**config.mk**
```make
export PLATFORM = sky130hd
export DESIGN_NAME = config_control
export DESIGN_NICKNAME = d
export VERILOG_FILES = /design/src/core/config_control_pkg.sv /design/src/core/unlock_sequencer.sv /design/src/core/config_control.sv
export VERILOG_INCLUDE_DIRS = /design/src /design/src/core
export SDC_FILE = /design/constraint.sdc
export NUM_CORES = 1
export LEC_CHECK = 0
export BUFFER_PORTS_ARGS = -buffer_cell sky130_fd_sc_hd__clkbuf_2
export CAP_MARGIN = 15
export CORE_MARGIN = 2
export CORE_UTILIZATION = 39
export CTS_BUF_LIST = sky130_fd_sc_hd__clkbuf_16
export DETAILED_ROUTE_END_ITERATION = 16
export SLEW_MARGIN = 20
export SYNTH_ARGS = -nofsm -noshare
export SYNTH_HDL_FRONTEND = slang
export SYNTH_SLANG_ARGS = --single-unit
```
**constraint.sdc**
```tcl
create_clock -name core_clk_in -period 1.52 [get_ports core_clk_in]
set_clock_uncertainty 0.05 [all_clocks]
set_input_delay 0.304 -clock core_clk_in [delete_from_list [all_inputs] [get_ports core_clk_in]]
set_output_delay 0.304 -clock core_clk_in [all_outputs]
set_load 0.005 [all_outputs]
```
**src/core/config_control_cfg.svh**
```systemverilog
`ifndef CONFIG_CONTROL_CFG_SVH
`define CONFIG_CONTROL_CFG_SVH

`define CC_ADDR_W 4
`define CC_OFS_CONTROL 4'h0
`define CC_OFS_UNLOCK 4'h1
`define CC_OFS_PIN_SELECT 4'h2
`define CC_OFS_MODULE_DISABLE 4'h3
`define CC_OFS_STATUS 4'h4
`define CC_KEY_FIRST 32'hAA99_6655
`define CC_KEY_SECOND 32'h5566_99AA
`define CC_BIT_PIN_LOCK 13
`define CC_BIT_MOD_LOCK 12
`define CC_BIT_DEBUG_EN 3
`define CC_BIT_TDO_USE 0
`define CC_ONES_MASK 32'h0000_0006
`define CC_RESET_VALUE 32'h0000_000F
`define CC_PIN_SELECT_RESET 32'h0000_0000
`define CC_MODULE_DISABLE_RESET 32'h0000_0000
`define CC_BIT_STAT_PIN 0
`define CC_BIT_STAT_MOD 1
`define CC_BIT_STAT_LOCK 2
`define CC_RST_LOCK 1'b0
`define CC_RST_DEBUG_EN 1'b1
`define CC_RST_TDO_USE 1'b1
`define CC_RST_FLAG 1'b0
`define CC_READ_IDLE 32'h0000_0000

`endif

```
**src/core/config_control_pkg.sv**
```systemverilog
package config_control_pkg;
  typedef struct packed {
    logic wr;
    logic rd;
    logic [3:0] addr;
    logic [31:0] wdata;
  } bus_req_t;

  typedef enum logic [1:0] {
    UNLOCK_IDLE,
    UNLOCK_HALF,
    UNLOCK_OPEN
  } unlock_state_t;
endpackage

```
**src/core/unlock_sequencer.sv**
```systemverilog
`timescale 1ns/1ns
`include "config_control_cfg.svh"
module unlock_sequencer
  import config_control_pkg::*;
(
  input wire logic core_clk_in,
  input wire logic reset_in,
  input wire logic key_write_in,
  input wire logic [31:0] key_data_in,
  input wire logic relock_in,
  output logic unlocked_out
);
  unlock_state_t state_reg;
  unlock_state_t state_next;

  // Any wrong key or unrelated relock closes the sequence again
  always_comb begin
    state_next = state_reg;
    if (relock_in) begin
      state_next = UNLOCK_IDLE;
    end else if (key_write_in) begin
      case (state_reg)
        UNLOCK_IDLE: state_next = (key_data_in == `CC_KEY_FIRST) ? UNLOCK_HALF : UNLOCK_IDLE;
        UNLOCK_HALF: state_next = (key_data_in == `CC_KEY_SECOND) ? UNLOCK_OPEN : UNLOCK_IDLE;
        UNLOCK_OPEN: state_next = UNLOCK_IDLE;
        default: state_next = UNLOCK_IDLE;
      endcase
    end
  end

  always_ff @(posedge core_clk_in) begin
    if (reset_in) begin
      state_reg <= UNLOCK_IDLE;
    end else begin
      state_reg <= state_next;
    end
  end

  assign unlocked_out = (state_reg == UNLOCK_OPEN);
endmodule

```
**src/core/config_control.sv**
```systemverilog
// The address map and strobed register access were left to the implementer.
`timescale 1ns/1ns
`include "config_control_cfg.svh"
// Summary of operation
// - Pin-select lock bit 13 set refuses pin-select register writes; clear accepts them.
// - Module-disable lock bit 12 set refuses module-disable writes; clear accepts them.
// - Lock bits change only while the unlock sequence has opened the gate.
// - Bit 3 enables the debug port when one, disables when zero; read/write.
// - Bit 0 set makes two-wire debug use the test-out pin.
// - Bits 2 and 1 read as one; writes to them do nothing.
// - Bits 31-14 and 11-4 read zero; writes to them are ignored.
module config_control
  import config_control_pkg::*;
(
  input wire logic core_clk_in,
  input wire logic reset_in,
  input wire logic [3:0] addr_in,
  input wire logic [31:0] wdata_in,
  input wire logic wr_in,
  input wire logic rd_in,
  output logic [31:0] rdata_out,
  output logic debug_port_enable_out,
  output logic two_wire_test_out_use_out,
  output logic pin_select_lock_out,
  output logic module_disable_lock_out,
  output logic [31:0] pin_select_out,
  output logic [31:0] module_disable_out
);
  bus_req_t req;
  logic unlocked;
  logic key_write;
  logic ctrl_write;
  logic pin_lock_reg;
  logic mod_lock_reg;
  logic debug_en_reg;
  logic tdo_use_reg;
  logic [31:0] pin_select_reg;
  logic [31:0] module_disable_reg;
  logic [31:0] control_word;
  logic [31:0] rdata_next;
  logic pin_refused_reg;
  logic mod_refused_reg;
  logic lock_refused_reg;
  logic pin_write;
  logic mod_write;
  logic status_read;
  logic [31:0] status_word;

  // One decoder per index keeps each write path and its refusal flag in step
  function automatic logic write_hit(input bus_req_t r, input logic [3:0] ofs);
    return r.wr && (r.addr == ofs);
  endfunction

  function automatic logic read_hit(input bus_req_t r, input logic [3:0] ofs);
    return r.rd && (r.addr == ofs);
  endfunction

  assign req = '{wr: wr_in, rd: rd_in, addr: addr_in, wdata: wdata_in};
  assign key_write = write_hit(req, `CC_OFS_UNLOCK);
  assign ctrl_write = write_hit(req, `CC_OFS_CONTROL);
  assign pin_write = write_hit(req, `CC_OFS_PIN_SELECT);
  assign mod_write = write_hit(req, `CC_OFS_MODULE_DISABLE);
  assign status_read = read_hit(req, `CC_OFS_STATUS);

  // Gate closes after the first control write so each unlock permits one change
  unlock_sequencer unlock_inst (
    .core_clk_in(core_clk_in),
    .reset_in(reset_in),
    .key_write_in(key_write),
    .key_data_in(req.wdata),
    .relock_in(ctrl_write),
    .unlocked_out(unlocked)
  );

  always_ff @(posedge core_clk_in) begin
    if (reset_in) begin
      pin_lock_reg <= `CC_RST_LOCK;
    end else if (ctrl_write && unlocked) begin
      pin_lock_reg <= req.wdata[`CC_BIT_PIN_LOCK];
    end
  end

  always_ff @(posedge core_clk_in) begin
    if (reset_in) begin
      mod_lock_reg <= `CC_RST_LOCK;
    end else if (ctrl_write && unlocked) begin
      mod_lock_reg <= req.wdata[`CC_BIT_MOD_LOCK];
    end
  end

  // Debug bits need no unlock; only the two locks are guarded
  always_ff @(posedge core_clk_in) begin
    if (reset_in) begin
      debug_en_reg <= `CC_RST_DEBUG_EN;
    end else if (ctrl_write) begin
      debug_en_reg <= req.wdata[`CC_BIT_DEBUG_EN];
    end
  end

  always_ff @(posedge core_clk_in) begin
    if (reset_in) begin
      tdo_use_reg <= `CC_RST_TDO_USE;
    end else if (ctrl_write) begin
      tdo_use_reg <= req.wdata[`CC_BIT_TDO_USE];
    end
  end

  always_ff @(posedge core_clk_in) begin
    if (reset_in) begin
      pin_select_reg <= `CC_PIN_SELECT_RESET;
    end else if (pin_write && !pin_lock_reg) begin
      pin_select_reg <= req.wdata;
    end
  end

  always_ff @(posedge core_clk_in) begin
    if (reset_in) begin
      module_disable_reg <= `CC_MODULE_DISABLE_RESET;
    end else if (mod_write && !mod_lock_reg) begin
      module_disable_reg <= req.wdata;
    end
  end

  // Sticky refusal flags; cleared by reading status, a new refusal wins
  always_ff @(posedge core_clk_in) begin
    if (reset_in) begin
      pin_refused_reg <= `CC_RST_FLAG;
    end else if (pin_write && pin_lock_reg) begin
      pin_refused_reg <= 1'b1;
    end else if (status_read) begin
      pin_refused_reg <= 1'b0;
    end
  end

  always_ff @(posedge core_clk_in) begin
    if (reset_in) begin
      mod_refused_reg <= `CC_RST_FLAG;
    end else if (mod_write && mod_lock_reg) begin
      mod_refused_reg <= 1'b1;
    end else if (status_read) begin
      mod_refused_reg <= 1'b0;
    end
  end

  always_ff @(posedge core_clk_in) begin
    if (reset_in) begin
      lock_refused_reg <= `CC_RST_FLAG;
    end else if (ctrl_write && !unlocked) begin
      lock_refused_reg <= 1'b1;
    end else if (status_read) begin
      lock_refused_reg <= 1'b0;
    end
  end

  always_comb begin
    control_word = `CC_ONES_MASK;
    control_word[`CC_BIT_PIN_LOCK] = pin_lock_reg;
    control_word[`CC_BIT_MOD_LOCK] = mod_lock_reg;
    control_word[`CC_BIT_DEBUG_EN] = debug_en_reg;
    control_word[`CC_BIT_TDO_USE] = tdo_use_reg;
  end

  // Status shows flags as they were before the clearing read takes effect
  always_comb begin
    status_word = `CC_READ_IDLE;
    status_word[`CC_BIT_STAT_PIN] = pin_refused_reg;
    status_word[`CC_BIT_STAT_MOD] = mod_refused_reg;
    status_word[`CC_BIT_STAT_LOCK] = lock_refused_reg;
  end

  // Zero outside the answer cycle so a shared read bus can simply OR slaves
  always_comb begin
    rdata_next = `CC_READ_IDLE;
    if (req.rd) begin
      case (req.addr)
        `CC_OFS_CONTROL: rdata_next = control_word;
        `CC_OFS_UNLOCK: rdata_next = {31'h0000_0000, unlocked};
        `CC_OFS_PIN_SELECT: rdata_next = pin_select_reg;
        `CC_OFS_MODULE_DISABLE: rdata_next = module_disable_reg;
        `CC_OFS_STATUS: rdata_next = status_word;
        default: rdata_next = `CC_READ_IDLE;
      endcase
    end
  end

  always_ff @(posedge core_clk_in) begin
    if (reset_in) begin
      rdata_out <= `CC_READ_IDLE;
    end else begin
      rdata_out <= rdata_next;
    end
  end

  // Registered copies keep every output straight from a flip-flop
  always_ff @(posedge core_clk_in) begin
    if (reset_in) begin
      debug_port_enable_out <= `CC_RST_DEBUG_EN;
      two_wire_test_out_use_out <= `CC_RST_TDO_USE;
    end else begin
      debug_port_enable_out <= debug_en_reg;
      two_wire_test_out_use_out <= tdo_use_reg;
    end
  end

  always_ff @(posedge core_clk_in) begin
    if (reset_in) begin
      pin_select_lock_out <= `CC_RST_LOCK;
      module_disable_lock_out <= `CC_RST_LOCK;
    end else begin
      pin_select_lock_out <= pin_lock_reg;
      module_disable_lock_out <= mod_lock_reg;
    end
  end

  always_ff @(posedge core_clk_in) begin
    if (reset_in) begin
      pin_select_out <= `CC_PIN_SELECT_RESET;
      module_disable_out <= `CC_MODULE_DISABLE_RESET;
    end else begin
      pin_select_out <= pin_select_reg;
      module_disable_out <= module_disable_reg;
    end
  end
endmodule

```
==> results.toml <==
[status]
run_status = "completed"

[cts]
clock_insertion_delay_worst_skew_ns = 0.42
tritoncts.num_buffers = 17
post-cts-setup-buffers = 0
cts.root.buffer_cell = "clkbuf_16"
clock_sink_count = 173
cts.hold.buffers_added = 0
h-tree-depth = 4
clk_pin_slew_worst_paths_ns = 0.07
cts_tree = "yes"
cts_max_path_buffers = 2

[logic_synthesis]
post_synth_most_frequent_cells = "dfxtp_1, nand2_1, nor2b_1"
ys_top_cells_by_area = "dfxtp_1, nand2_1, nor2b_1, a21oi_1, a22oi_1"
syn_area_per_cell_sq_um = 9.34
netlist.top_cell.by_area = "dfxtp_1"
yosysWarningCount = 0
most_frequently_used_cell_type_in_the_post_synthesis_netlist = "dfxtp_1"
synthDistinctLibCells = 41
synth-async-reset-ratio_pct = 0
synth_fp_nets = 663
netlist.area_leader.share_pct = 59.5
postSynthCellCount = 623
synth_edf_count = 0
synth.yosys.seq_area_share_pct = 59.5
yosys_register_bits = 173
netlist_area_pre_place_sq_mm = 0.00582
synth_ff_type = "dfxtp_1"

[timing]
final.hold.worst_slack_ns = 0.105
grt_setup_unrepaired = "no"
max_freq_mhz = 682
number_of_slew_limit_violations_in_the_final_report = 0
period_needed_ns = 1.47
max-slew-margin-rel_pct = 67.1
tightest_slew_ns = 0.490
setup_viol = 0
finalCritPeriodShare_pct = 96.4
hold_violations = 0

[placement]
portBuffers = 139
gp_congestion = 0.845
detailedPlacementHpwl_mm = 10.6

[grt]
groute.usage.overall_pct = 19.2
first_global_vias = 4791
gr-total-overflow = 0
wire_length_of_the_first_global_routing_pass_mm = 23.8
grt_start_max_net_pins = 106
antenna_violations_before_repair = 0

[worst_setup_path]
worst_setup_path_start_kind = "register"
worst_r2r_endpoint = "unlock_inst.state_reg[1]$_SDFFE_PP0P_"
reg2regPathDepth = 4
crit_arrival_ns = 1.77
critical_path.max_fanout = 5
timing_worst_setup_path_type = "register to register"
cp-end-kind = "register"
worst_ep_required_time_ns = 1.83
r2r_start = "unlock_inst.state_reg[0]$_SDFFE_PP0P_"
reg2reg_setup_slack_ns = 0.05

[finish]
layout-area-overhead-vs-synth_pct = 29.9
num-nets-final = 825
drive_above_1_share_pct = 27.4
antennaDiodeCount = 0
core_util_final_pct = 52.0

[worst_hold_path]
hold_path_startpoint = "wdata_in[23]"
worst_hold_path.num_cells = 3
hold_endpoint = "pin_select_reg[23]$_SDFFE_PP0P_"
holdCritPathClass = "primary input to register"

[floorplan]
initial_core_util_pct = 40.0
fp.coreArea_sq_mm = 0.0145
fp.dieH_um = 126
floorplan.io_pins = 140
rows = 44
dieArea_sq_mm = 0.0159
die_x_um = 126

[pwr]
comb_power_share_pct = 4.5
power.share.sequential_pct = 49.7
power.clock.fraction_pct = 45.8
worst_ir_drop_vdd_v = 0.000753
power.internal_w = 0.00729
powerDensity_mw_per_mm2 = 1220
switching_share_pct = 21.1
switching_power_w = 0.00195
p_leak_nw = 3.07

[drt]
detailedRoute.firstPassIterationCount = 5
routed_wirelength_mm = 15.1
viasPerCell = 4.94
routed_wire_length_per_instance_um = 15.4
detail-route-antenna-nets = 0
route.vias.total = 4841
drt-initial-drc-count = 329
drc_errors = 0

[run]
max_cap_violations = 0
-- cell families after synthesis --
family                 count (synthesis)  share of synthesized area [%]
flip-flops                           173                           59.5
AO/OA/AOI/OAI                        107                           10.8
multiplexers                           8                           1.38
buffers and inverters                 43                           3.29
AND/OR/NAND/NOR                      292                           25.0
-- stage by stage --
stage               power (W)  instance area [sq um]  setup WS (ns)  cells  TNS (ns)
floorplan             0.00486                   5820         0.0183    623         0
global placement      0.00510                   6970         -0.163    950     -7.68
detailed placement    0.00511                   6970         -0.212    950    -11.29
CTS                   0.00935                   7550         0.0742    980         0
global route          0.00958                   7560        0.00826    980         0
finish                0.00923                   7560         0.0547    980         0
-- repair_timing --
action,in CTS,in global routing
endpoints found under the hold margin,0,0
gates resized for setup,0,1
endpoints found under the setup margin,0,1
-- power by group through the flow --
| stage | clock network [W] | registers (W) | logic [W] |
|---|---|---|---|
| after floorplan | 0 | 0.00469 | 0.000177 |
| after global placement | 0 | 0.00469 | 0.000410 |
| after detailed placement | 0 | 0.00469 | 0.000416 |
| after CTS | 0.00434 | 0.00459 | 0.000417 |
| after global routing | 0.00453 | 0.00459 | 0.000454 |
| final | 0.00423 | 0.00459 | 0.000416 |
-- cells in the final DEF (no fill, tap or decap), types with 4 or more instances in the layout --
master / Yosys / final
nand2_1: 137 / 137
buf_12: 0 / 5
nand4_1: 4 / 4
clkbuf_2: 1 / 138
nor2b_1: 69 / 69
mux2i_1: 8 / 8
inv_1: 3 / 5
a21oi_1: 68 / 68
nor4bb_1: 5 / 5
clkbuf_16: 0 / 17
buf_4: 3 / 40
nand3_1: 5 / 5
dfxtp_1: 173 / 173
a22oi_1: 26 / 26
nor2_1: 48 / 48
-- cell type report --
type	instances	area, sq um
clock inverter	13	153
sequential	173	3460
fill	1355	6980
tap	184	230
inverter	3	11.3
timing repair buffer	183	1090
multi-input combinational	407	2180
clock buffer	17	425
-- worst max path at each step --
| stage | endpoint | slack [ns] | from | depth (start not counted) |
|---|---|---|---|---|
| 2_1_floorplan | unlock_inst.state_reg[1]$_SDFFE_PP0P_ | 0.02 | wr_in | 5 |
| 3_3_place_gp | module_disable_reg[2]$_SDFFE_PP0P_ | -0.16 | addr_in[2] | 6 |
| 3_5_place_dp | module_disable_reg[9]$_SDFFE_PP0P_ | -0.21 | addr_in[2] | 6 |
| 4_1_cts | unlock_inst.state_reg[1]$_SDFFE_PP0P_ | 0.07 | unlock_inst.state_reg[0]$_SDFFE_PP0P_ | 4 |
| 5_1_grt | unlock_inst.state_reg[1]$_SDFFE_PP0P_ | 0.008 | unlock_inst.state_reg[0]$_SDFFE_PP0P_ | 4 |
| 6_report | unlock_inst.state_reg[1]$_SDFFE_PP0P_ | 0.05 | unlock_inst.state_reg[0]$_SDFFE_PP0P_ | 4 |
-- metal layers --
| layer | up-vias | global-route usage (%) | wire (um) |
|---|---|---|---|
| met4 | 0 | 7.37 | 229 |
| li1 | 2385 | - | - |
| met1 | 2276 | 23.7 | 6590 |
| met2 | 160 | 31.5 | 7200 |
| met5 | - | 0 | 0 |
| met3 | 20 | 5.73 | 1070 |
-- worst max-delay path: stages (launching register included) --
cell	delay, ns
dfxtp_1	0.44
and4b_1	0.30
nand4_1	0.09
or4_1	0.40
o21ai_1	0.12
(Power assumes the default switching activity.)
